<file path="src/core/rhc_pkg.sv">
package rhc_pkg;

    // Array geometry of one row controller and of the whole sensing area.
    localparam int RHC_PIXELS  = 42;
    localparam int RHC_BANK_W  = 6;
    localparam int RHC_BANKS   = 7;
    localparam int RHC_SLOTS   = 19;
    localparam int RHC_ROWS    = 168;
    localparam int RHC_COLUMNS = 4;
    localparam int RHC_TS_W    = 13;
    localparam int RHC_ROW_W   = 8;
    localparam int RHC_CODE_W  = 3;
    localparam int RHC_FILL_W  = 5;

    // Register byte offsets on the APB port.
    localparam logic [7:0] RHC_CTRL_OFS  = 8'h00;
    localparam logic [7:0] RHC_STAT_OFS  = 8'h04;
    localparam logic [7:0] RHC_CLEAR_OFS = 8'h08;
    localparam logic [7:0] RHC_ROWID_OFS = 8'h0c;

    // Control register fields and reset value.
    localparam int          RHC_CTRL_SCAN_BIT = 0;
    localparam int          RHC_CTRL_READ_BIT = 1;
    localparam logic [31:0] RHC_CTRL_RESET    = 32'h0000_0000;

    // Status register field positions.
    localparam int RHC_STAT_FILL_LSB  = 0;
    localparam int RHC_STAT_BUSY_BIT  = 8;
    localparam int RHC_STAT_OVFL_BIT  = 9;
    localparam int RHC_STAT_FAULT_BIT = 10;
    localparam int RHC_STAT_READ_BIT  = 11;

    // One stored hit record: 22 bits of slot storage.
    typedef struct packed {
        logic [RHC_TS_W-1:0]   stamp;
        logic [RHC_CODE_W-1:0] bank;
        logic [RHC_BANK_W-1:0] pattern;
    } rhc_rec_s;

    // Parallel readout word: row address ROM beside the record, 30 bits.
    typedef struct packed {
        logic [RHC_ROW_W-1:0] row;
        rhc_rec_s             rec;
    } rhc_out_s;

    // Three-phase chain controls as seen at the pins.
    typedef struct packed {
        logic one;
        logic two;
        logic three;
        logic clear_low;
    } rhc_phase_s;

    typedef enum logic [1:0] {
        RHC_IDLE = 2'b01,
        RHC_SCAN = 2'b10
    } rhc_state_e;

endpackage

</file>
<file path="src/core/rhc_row_ctrl.sv">
// Behaviour
// - One controller serves 42 hit inputs and stores hit locations locally.
// - A column has 168 such rows; four columns form the array.
// - All hit inputs are sampled into latch-hold cells before processing.
// - Inputs form banks of six; any hit raises that bank's flag.
// - A scan steps through seven bank codes, examining each flag.
// - Set bank writes pattern, bank code and timestamp to next free slot.
// - Bidirectional slot register advances one place per stored pattern.
// - Readout steps the slot register backwards over valid slots only.
// - Nineteen slots hold hit records.
// - Row address is read out together with each hit record.
// - Slot chain uses the common three-phase cell with active-low clear.
// - Cell states: reset 0101, hold 1010, transfer 0100.
// - Park low holds latched hits; park high, freeze low is safe state.
// - Shaping pixel gives one hit pulse per event.
// - Sampling pixel flags a hit then self-resets before the next.
// - Sampling pixel self-reset runs at the logic clock rate.
`timescale 1ns/1ps
`default_nettype none

module rhc_row_ctrl
    import rhc_pkg::*;
#(
    parameter int                   PIXELS    = RHC_PIXELS,
    parameter int                   SLOTS     = RHC_SLOTS,
    parameter int                   ROWS      = RHC_ROWS,
    parameter logic [RHC_ROW_W-1:0] ROW_INDEX = 8'h00
) (
    input  wire logic               clk,            // 25 MHz logic clock.
    input  wire logic               rst,            // Asynchronous reset, active high.
    input  wire logic               psel,           // APB select.
    input  wire logic               penable,        // APB access phase.
    input  wire logic               pwrite,         // APB write when high.
    input  wire logic [7:0]         paddr,          // APB byte address.
    input  wire logic [31:0]        pwdata,         // APB write data.
    output logic      [31:0]        prdata,         // APB read data.
    output logic                    pready,         // APB ready.
    output logic                    pslverr,        // APB error on unmapped address.
    input  wire logic [PIXELS-1:0]  hit_in,         // Pixel hit flags.
    input  wire logic [RHC_TS_W-1:0] timestamp,     // Global timestamp.
    input  wire logic               latch_freeze_low, // Latch freeze, active low.
    input  wire logic               latch_park_high,  // Latch park to safe state.
    input  wire rhc_phase_s         slot_phase,     // Slot chain phases and clear.
    output rhc_out_s                rd_word,        // Readout word.
    output logic                    rd_valid        // One-cycle pulse with rd_word.
);

    localparam int NBANK = PIXELS / RHC_BANK_W;

    logic [PIXELS-1:0]       lat_r, lat_nxt;
    logic [NBANK-1:0]        flag;
    logic [SLOTS-1:0]        ptr_r, ptr_nxt;
    logic [RHC_FILL_W-1:0]   fill_r, fill_nxt;
    rhc_rec_s                mem_r [SLOTS];
    logic [SLOTS-1:0]        wr_sel;
    rhc_state_e              st_r, st_nxt;
    logic [RHC_CODE_W-1:0]   bank_r, bank_nxt;
    logic                    wr_go;
    logic                    one_d_r;
    logic                    step;
    logic                    chain_clear;
    logic                    ovfl_r, ovfl_nxt;
    logic                    fault_r, fault_nxt;
    logic                    read_mode_r, read_mode_nxt;
    logic                    scan_go;
    logic                    acc;
    logic [31:0]             prdata_nxt;
    logic                    pready_nxt;
    logic                    pslverr_nxt;
    rhc_out_s                rd_word_nxt;
    logic                    rd_valid_nxt;
    rhc_rec_s                top_rec;

    // logic-clock sampling
    // Hits are OR-ed in while the freeze is released, so a one-cycle pulse
    // is never missed; park high clears, since the hold state is undefined.
    always_comb begin
        if (latch_park_high) begin
            lat_nxt = '0;
        end else if (latch_freeze_low) begin
            lat_nxt = lat_r | hit_in;
        end else begin
            lat_nxt = lat_r;
        end
    end

    always_ff @(posedge clk or posedge rst) begin
        if (rst) begin
            lat_r <= '0;
        end else begin
            lat_r <= lat_nxt;
        end
    end

    genvar b;
    generate
        for (b = 0; b < NBANK; b++) begin : g_bank
            assign flag[b] = |lat_r[b*RHC_BANK_W +: RHC_BANK_W];
        end
    endgenerate

    // Only a transition into the hold state (1,0,1) counts as one chain step;
    // the clear is honoured only while phase two is high and phase three low.
    // cell states
    assign step        = slot_phase.one && !one_d_r && !slot_phase.two && slot_phase.three;
    assign chain_clear = !slot_phase.clear_low && slot_phase.two && !slot_phase.three;

    assign scan_go = acc && pwrite && (paddr == RHC_CTRL_OFS) && pwdata[RHC_CTRL_SCAN_BIT];
    assign wr_go   = (st_r == RHC_SCAN) && flag[bank_r] && !ptr_r[SLOTS-1];

    always_comb begin
        st_nxt   = st_r;
        bank_nxt = bank_r;
        case (st_r)
            RHC_IDLE: begin
                if (scan_go && !read_mode_r) begin
                    st_nxt   = RHC_SCAN;
                    bank_nxt = '0;
                end
            end
            RHC_SCAN: begin
                if (bank_r == RHC_CODE_W'(NBANK - 1)) begin
                    st_nxt = RHC_IDLE;
                end else begin
                    bank_nxt = bank_r + 1'b1;
                end
            end
            default: begin
                st_nxt = RHC_IDLE;
            end
        endcase
    end

    always_ff @(posedge clk or posedge rst) begin
        if (rst) begin
            st_r   <= RHC_IDLE;
            bank_r <= '0;
        end else begin
            st_r   <= st_nxt;
            bank_r <= bank_nxt;
        end
    end

    // active-low chain clear
    // The slot register is a thermometer: set bits mark filled slots.
    always_comb begin
        ptr_nxt  = ptr_r;
        fill_nxt = fill_r;
        if (chain_clear) begin
            ptr_nxt  = '0;
            fill_nxt = '0;
        end else if (wr_go) begin
            ptr_nxt  = {ptr_r[SLOTS-2:0], 1'b1};
            fill_nxt = fill_r + 1'b1;
        end else if (step && read_mode_r && ptr_r[0]) begin
            ptr_nxt  = {1'b0, ptr_r[SLOTS-1:1]};
            fill_nxt = fill_r - 1'b1;
        end
    end

    always_ff @(posedge clk or posedge rst) begin
        if (rst) begin
            ptr_r   <= '0;
            fill_r  <= '0;
            one_d_r <= 1'b1;  // Phase one idles high, so release gives no false step.
        end else begin
            ptr_r   <= ptr_nxt;
            fill_r  <= fill_nxt;
            one_d_r <= slot_phase.one;
        end
    end

    // local records
    // The free slot is the lowest one still clear in the thermometer.
    genvar s;
    generate
        for (s = 0; s < SLOTS; s++) begin : g_slot
            if (s == 0) begin : g_first
                assign wr_sel[s] = wr_go && !ptr_r[0] && !chain_clear;
            end else begin : g_rest
                assign wr_sel[s] = wr_go && !ptr_r[s] && ptr_r[s-1] && !chain_clear;
            end
            always_ff @(posedge clk or posedge rst) begin
                if (rst) begin
                    mem_r[s] <= '0;
                end else if (wr_sel[s]) begin
                    mem_r[s] <= '{stamp: timestamp, bank: bank_r, pattern:
                                  lat_r[bank_r*RHC_BANK_W +: RHC_BANK_W]};
                end
            end
        end
    endgenerate

    // The newest valid slot is the top set bit; it leaves first on readout.
    always_comb begin
        top_rec = '0;
        for (int i = 0; i < SLOTS; i++) begin
            if (ptr_r[i] && (i == SLOTS - 1 || !ptr_r[(i + 1) % SLOTS])) begin
                top_rec = mem_r[i];
            end
        end
    end

    always_comb begin
        rd_word_nxt  = rd_word;
        rd_valid_nxt = 1'b0;
        if (step && read_mode_r && ptr_r[0] && !chain_clear && !wr_go) begin
            rd_word_nxt  = '{row: ROW_INDEX, rec: top_rec};
            rd_valid_nxt = 1'b1;
        end
    end

    always_ff @(posedge clk or posedge rst) begin
        if (rst) begin
            rd_word  <= '0;
            rd_valid <= 1'b0;
        end else begin
            rd_word  <= rd_word_nxt;
            rd_valid <= rd_valid_nxt;
        end
    end

    // APB slave with one wait state: pready rises in the second access cycle,
    // and writes take effect only on the edge that samples it high.
    assign acc = psel && penable && pready;

    always_comb begin
        read_mode_nxt = read_mode_r;
        ovfl_nxt      = ovfl_r;
        fault_nxt     = fault_r;
        if (acc && pwrite && (paddr == RHC_CTRL_OFS)) begin
            read_mode_nxt = pwdata[RHC_CTRL_READ_BIT];
        end
        if (acc && pwrite && (paddr == RHC_CLEAR_OFS)) begin
            ovfl_nxt  = ovfl_r & ~pwdata[RHC_STAT_OVFL_BIT];
            fault_nxt = fault_r & ~pwdata[RHC_STAT_FAULT_BIT];
        end
        // Set wins over a clear in the same cycle.
        // overflow noted
        if ((st_r == RHC_SCAN) && flag[bank_r] && ptr_r[SLOTS-1]) begin
            ovfl_nxt = 1'b1;
        end
        if (slot_phase.three && !slot_phase.clear_low) begin
            fault_nxt = 1'b1;
        end
    end

    always_comb begin
        pready_nxt  = psel && penable && !pready;
        prdata_nxt  = '0;
        pslverr_nxt = 1'b0;
        if (pready_nxt) begin
            if (paddr == RHC_CTRL_OFS) begin
                prdata_nxt[RHC_CTRL_READ_BIT] = read_mode_r;
            end else if (paddr == RHC_STAT_OFS) begin
                prdata_nxt[RHC_STAT_FILL_LSB +: RHC_FILL_W] = fill_r;
                prdata_nxt[RHC_STAT_BUSY_BIT]  = (st_r == RHC_SCAN);
                prdata_nxt[RHC_STAT_OVFL_BIT]  = ovfl_r;
                prdata_nxt[RHC_STAT_FAULT_BIT] = fault_r;
                prdata_nxt[RHC_STAT_READ_BIT]  = read_mode_r;
            end else if (paddr == RHC_CLEAR_OFS) begin
                prdata_nxt = '0;
            end else if (paddr == RHC_ROWID_OFS) begin
                prdata_nxt[RHC_ROW_W-1:0] = ROW_INDEX;
            end else begin
                pslverr_nxt = 1'b1;
            end
        end
    end

    always_ff @(posedge clk or posedge rst) begin
        if (rst) begin
            read_mode_r <= RHC_CTRL_RESET[RHC_CTRL_READ_BIT];
            ovfl_r      <= 1'b0;
            fault_r     <= 1'b0;
            prdata      <= '0;
            pready      <= 1'b0;
            pslverr     <= 1'b0;
        end else begin
            read_mode_r <= read_mode_nxt;
            ovfl_r      <= ovfl_nxt;
            fault_r     <= fault_nxt;
            prdata      <= prdata_nxt;
            pready      <= pready_nxt;
            pslverr     <= pslverr_nxt;
        end
    end

endmodule

`default_nettype wire

</file>
<file path="config.mk">
export PLATFORM = sky130hd
export DESIGN_NAME = rhc_row_ctrl
export DESIGN_NICKNAME = d
export VERILOG_FILES = /design/src/core/rhc_pkg.sv /design/src/core/rhc_row_ctrl.sv
export SDC_FILE = /design/constraint.sdc
export NUM_CORES = 1
export LEC_CHECK = 0
export BUFFER_PORTS_ARGS = -buffer_cell sky130_fd_sc_hd__buf_2
export CAP_MARGIN = 20
export CORE_MARGIN = 1.5
export CORE_UTILIZATION = 35
export DETAILED_ROUTE_END_ITERATION = 12
export PLACE_DENSITY = 0.54
export SYNTH_ARGS = -nofsm -noshare
export SYNTH_HDL_FRONTEND = slang
export SYNTH_SLANG_ARGS = --single-unit
</file>
<file path="constraint.sdc">
create_clock -name clk -period 13.8 [get_ports clk]
set_input_delay 0 -clock clk [delete_from_list [all_inputs] [get_ports clk]]
set_output_delay 0 -clock clk [all_outputs]
set_load 0.02 [all_outputs]
</file>
# After elaboration in Yosys (flattened, before gate mapping)

Index checks and enable logic that the tools add are counted.

Output and inout bits: 65
Input port bits: 106
Memories kept: 0
Word-level logic and storage cells: 281
Bits in latches: 0
Memory bits (writable): 0
ROM bits: 0
Bits in registers: 550

Reductions and logical operators: 137
Multipliers: 1
Div/mod/pow operators: 0
Equality and inequality tests: 9
Bitwise gates (word level): 5
$add $sub $neg: 3
Shifts and indexed selects: 1
Muxes and demuxes: 51
$lt $le $gt $ge: 1

Operators by type and width:

| kind                                                        | count |
|---|---|
| 2-to-1 mux 22 bit                                           | 19 |
| logical AND 1 bit                                           | 95 |
| 2-to-1 mux 42 bit                                           | 2 |
| 2-to-1 mux 19 bit                                           | 3 |
| bitwise OR 42 bit                                           | 1 |
| OR reduction 6 bit                                          | 7 |
| indexed part select 42 x 7 -> 6 bit                         | 1 |
| logical NOT 1 bit                                           | 27 |
| 2-to-1 mux 5 bit                                            | 4 |
| equality test 8 x 4 -> 1 bit (second input constant)        | 2 |
| 2-to-1 mux 1 bit                                            | 13 |
| 2-to-1 mux 12 bit                                           | 1 |
| 2-to-1 mux 10 bit                                           | 1 |
| equality test 8 x 3 -> 1 bit (second input constant)        | 1 |
| logical NOT 8 bit                                           | 1 |
| nonzero test 2 bit                                          | 4 |
| 2-to-1 mux 3 bit                                            | 2 |
| one-hot mux 3 bit (2 select lines)                          | 1 |
| adder 5 x 1 -> 5 bit (second input constant)                | 1 |
| multiplier 3 x 2 -> 5 bit (second input constant)           | 1 |
| subtractor 5 x 1 -> 5 bit (second input constant)           | 1 |
| less-than comparator 3 x 4 -> 1 bit (second input constant) | 1 |
| 2-to-1 mux 2 bit                                            | 2 |
| 2-to-1 mux 4 bit                                            | 1 |
| other kinds (13)                                            | 16 |

# Logic depth before layout (Yosys ltp)

Depth in word-level cells: 21
Gate-level depth with buffers: 14
Depth with buffers taken out: 11

# Worst setup path before layout

Ideal clock, no wire load.

Path kind: register -> register
From: register lat_r[37]
To: register fill_r[4]
Period minus slack after synthesis: 3297 ps
Slack: 10503 ps
Required time: 13655 ps
Cell stages (with the launch flop): 14
Arrival time: 3153 ps
Buffers on the path: 2
Library setup time: 145 ps
Path through: dfrtp_1 > or4_1 > o311ai_0 > o311ai_1 > and4_1 > nand2_1 > buf_2 > buf_2 > ha_1 > a21o_1 > a21o_1 > a211oi_1 > o21ai_0 > nor3b_1

Longest elaborated chain between the ends: 7
Elaborated cells between the ends (all ways): 8
Classes of those cells: 4 x mux; 4 x reduce/logical

Ends and longest elaborated chain:

| item                                       | RTL line            | text |
|---|---|---|
| from (decl)                                | rhc_row_ctrl.sv:50  | `logic [PIXELS-1:0] lat_r, lat_nxt;` |
| from (signal assigned)                     | rhc_row_ctrl.sv:91  | `lat_r <= lat_nxt;` |
| OR reduction 6 bit (*)                     | rhc_row_ctrl.sv:98  | `assign flag[b] = \|lat_r[b*RHC_BANK_W +: RHC_BANK_W];` |
| binary-select mux 1 bit (select 3 bit) (*) | rhc_row_ctrl.sv:109 | `assign wr_go = (st_r == RHC_SCAN) && flag[bank_r] && !ptr_r[SLOTS-1];` |
| 2-to-1 mux 1 bit (not written as such) (*) | rhc_row_ctrl.sv:109 |  |
| logical AND 1 bit (*) (2 in a row)         | rhc_row_ctrl.sv:109 |  |
| 2-to-1 mux 5 bit                           | rhc_row_ctrl.sv:152 | `end else if (wr_go) begin` |
| 2-to-1 mux 5 bit                           | rhc_row_ctrl.sv:149 | `if (chain_clear) begin` |
| to (signal assigned)                       | rhc_row_ctrl.sv:168 | `fill_r <= fill_nxt;` |
| to (decl)                                  | rhc_row_ctrl.sv:53  | `logic [RHC_FILL_W-1:0] fill_r, fill_nxt;` |

Mark *: on every way between the ends. The rest lies on a longest branch, timed or not. The select of a mux whose other input is x is not followed.
A chain may end at the register's enable or synchronous reset.

# Worst setup path after layout

From: register bank_r[0]
To: register mem_r[41] (netlist name)

Longest elaborated chain between the ends: 7

Ends and longest elaborated chain:

| item                                   | RTL line            | text |
|---|---|---|
| from (decl)                            | rhc_row_ctrl.sv:57  | `logic [RHC_CODE_W-1:0] bank_r, bank_nxt;` |
| from (signal assigned)                 | rhc_row_ctrl.sv:140 | `bank_r <= bank_nxt;` |
| binary-select mux 1 bit (select 3 bit) | rhc_row_ctrl.sv:109 |  |
| 2-to-1 mux 1 bit (not written as such) | rhc_row_ctrl.sv:109 |  |
| logical AND 1 bit (2 in a row)         | rhc_row_ctrl.sv:109 |  |
| logical AND 1 bit (3 in a row)         | rhc_row_ctrl.sv:181 | `assign wr_sel[s] = wr_go && !ptr_r[s] && ptr_r[s-1] && !chain_clear;` |
| to (signal, indexed assignment)        | rhc_row_ctrl.sv:187 | `mem_r[s] <= '{stamp: timestamp, bank: bank_r, pattern:` |
| to (decl)                              | rhc_row_ctrl.sv:54  | `rhc_rec_s mem_r [SLOTS];` |

No other way between the ends. The select of a mux whose other input is x is not followed.

==> impl_results.md <==
* Tightest Hold Check Type: in2reg
* Net Sw Power at 0.766 mW
* Commonest non-fill, non-tap cell in the layout: dfrtp_1
* Worst-path maximum fanout at 27
* Area post-placement at 26000 sq um
* Switch share at 22.6%
* Synth cell types at 68
* Max Clock Skew at 0.0123 ns
* RSZ-0062 raised after global routing: false
* Die H at 270 um
* Min Hold Slack at 0.0528 ns
* Hold path startpoint: slot_phase[3]
* Final number of hold-violating endpoints at 0
* Final GP Congestion at 0.795
* Setup TNS at 0 ns
* Final nets at 2443
* Worst path slowest cell: nor4_4
* CTS clk-pin slew, worst paths at 0.06 ns
* First-pass DRT Iterations at 5
* CP Launch Type: flop
* Setup violators final at 0
* Final worst-path cycle share at 32.3%
* TritonCTS Buffers at 57
* Residual DRC at 0
* Maxcap violations at 0
* Clock network power share at 46.5%
* DR WL/cell at 20.4 um
* Initial antenna violation count at 0
* Flop pwr share at 48.0%
* Status: complete, no violations
* Post-CTS Setup Bufs at 0
* DRT iter0 DRCs at 1195
* Fillers at 6618
* IO buf count at 111
* Largest net degree at the start of global routing at 86
* Total track usage at 18.5%
* Crit end category: flop
* Crit Path Category: reg2reg
* Worst-Skew Late Latency at 0.61 ns
* Max Clk Rate at 0.225 GHz
* Endpoint, Worst Hold: one_d_r$_DFF_PP1_
* RR Endpoint: mem_r[41]$_DFFE_PP0P_
* Cell internal pwr at 2.63 mW
* Mapped Cells at 2162
* Synthesized area at 24900 sq um
* GRT overflow at 0
* Layout Area Growth over Synthesis at 18.0%
* DP Wirelength at 43400 um
* Setup WS post-layout at 9.35 ns
* Die area at 72700 sq um
* Sequential share of the synthesized area at 53.0%
* Routed WL at 67600 um
* Post-route ant nets at 0
* Synth Warn # at 0
* Clock Root Buffer: clkbuf_16
* Design Area, Final at 29300 sq um
* Share of synthesized flip-flops with an asynchronous set or reset at 100%
* Pwr Total at 3.39 mW
* Arr. time, crit path at 4.95 ns
* Crit path top cell by count: buf_4
* # diodes at 0
* H-tree Lvls at 2
* EDFF count, synth at 0
* Min Clock Period, post-route at 4.45 ns
* Number of global-route vias before repair at 18500
* Synthesized area per cell at 11.5 sq um
* Register bit total from synthesis at 527
* Hold Crit Depth at 2
* Final count of pins violating max slew at 0
* Crit path largest cell delay at 1.10 ns
* Crit-path cells: buf_4 -> or4_1 -> nor4_1 -> o311ai_1 -> nand4_2 -> buf_4 -> nor4_4 -> buf_4 -> mux2_2
* Initial core utilization at 35.5%
* Comb pwr share at 5.5%
* Clk sinks at 527
* Worst Setup SP: bank_r[0]$_DFFE_PP0P_
* R2r worst-path depth at 9
* Layout cells sized above 1 at 27.5%
* First-pass GRT wire length at 107000 um
* Peak supply drop at 0.0846 mV
* LEAKAGE at 13.1 nW
* Worst slew margin at 17.1%
* CP required at 14.29 ns
* # rows at 97
* TritonCTS clock tree: yes
* IO Pins at 171
* Core ar. at 70100 sq um
* Pre-CTS WS at 9.41 ns
* Primary FF master, synth: dfrtp_1
* Clock tree buffer depth at 3
* Highest-count cells in the layout ignoring fill and taps: 523 x dfrtp_1, 339 x mux2_2, 189 x nor2_1
* R2R Setup Slk at 9.35 ns
* Via count at 17900
* Actual slew at the worst max-slew pin at 1.23 ns
* Vias per Instance at 5.39
* Die Wd at 270 um
* Worst flop-to-flop path startpoint: bank_r[0]$_DFFE_PP0P_
* Cell area power density at 116 nW/um^2
-- final cells by class --
class | count | area, sq um | area share (%)
clock buffer | 89 | 1770 | 6.03
multi-input combinational | 1411 | 10500 | 35.9
sequential | 527 | 13200 | 45.0
clock inverter | 16 | 184 | 0.627
inverter | 31 | 120 | 0.409
timing repair buffer | 303 | 2370 | 8.08
tap | 940 | 1180 | 4.01
-- registers in the layout, summed over array words and instances, names as in the netlist --
register     cells
one_d_r          1
ptr_r           19
ovfl_r           1
prdata           9
st_r             2
bank_r           3
lat_r           42
fill_r           5
fault_r          1
mem_r          418
pready           1
read_mode_r      1
rd_word         22
rd_valid         1
pslverr          1
-- repair_timing --
action	in CTS	in global routing
hold endpoints to repair	345	2
resized for setup	0	0
hold buffers	122	1
-- how the worst max path moves through the flow --
stage | to | slack, ns | cells past startpoint
global route | mem_r[28]$_DFFE_PP0P_ | 9.29 | 9
CTS | mem_r[32]$_DFFE_PP0P_ | 9.39 | 9
finish | mem_r[41]$_DFFE_PP0P_ | 9.35 | 9
global placement | mem_r[34]$_DFFE_PP0P_ | 9.52 | 9
floorplan | bank_r[0]$_DFFE_PP0P_ | 6.64 | 1
detailed placement | mem_r[41]$_DFFE_PP0P_ | 9.41 | 9
-- kinds of logic (layout without fill, tap and decap cells) --
logic type               count (synthesis)  after routing  share of synthesized area (%)
AO/OA/AOI/OAI                          555            555                           14.8
adder cells (fa/ha/maj)                  6              6                          0.332
flip-flops                             527            527                           53.0
other                                    1             31                         0.0151
buffers and inverters                  254            439                           5.23
AND/OR/NAND/NOR                        435            435                           9.14
XOR/XNOR                                 3              3                          0.106
multiplexers                           381            381                           17.4
-- cells in the mapped netlist, types with 30 or more instances --
cell	n	area, sq um
a221oi_1	58	508
inv_1	30	113
nor2b_1	33	206
buf_4	45	338
dfrtp_1	525	13100
mux2_2	339	3820
o21ai_0	114	571
clkbuf_1	116	435
a21oi_1	155	776
nand2_1	104	390
nor2_1	189	709
mux2i_1	30	300
a211oi_1	32	240
-- power groups by stage --
stage | clock network [mW] | registers [mW] | logic [mW]
3_5_place_dp | 0 | 1.66 | 0.156
5_1_grt | 1.69 | 1.63 | 0.207
6_report | 1.58 | 1.63 | 0.187
4_1_cts | 1.62 | 1.63 | 0.185
3_3_place_gp | 0 | 1.65 | 0.149
2_1_floorplan | 0 | 1.65 | 0.115
-- layer usage --
metal | share of wire (%) | global-route usage, % | up-vias
li1 | - | - | 8168
met3 | 4.1 | 2.64 | 118
met2 | 48 | 30.8 | 412
met4 | 2.7 | 5.82 | 0
met5 | 0 | 0 | -
met1 | 45 | 24.8 | 9175
-- critical path, delay by kind of cell, from the launching register on --
| kind | cells | cell delay [ns] |
|---|---|---|
| simple gates | 4 | 1.48 |
| buf+inv | 3 | 1.18 |
| flops | 1 | 0.62 |
| compound gates | 1 | 0.62 |
| mux | 1 | 0.37 |
-- stage by stage --
stage / std cells / utilization, %
final: 3317 / 41.8
after CTS: 3309 / 41.7
after detailed placement: 3082 / 37.1
after global placement: 3080 / 37.1
after floorplan: 2192 / -
after global routing: 3317 / 41.8
Power figures use the tool's default switching activity.
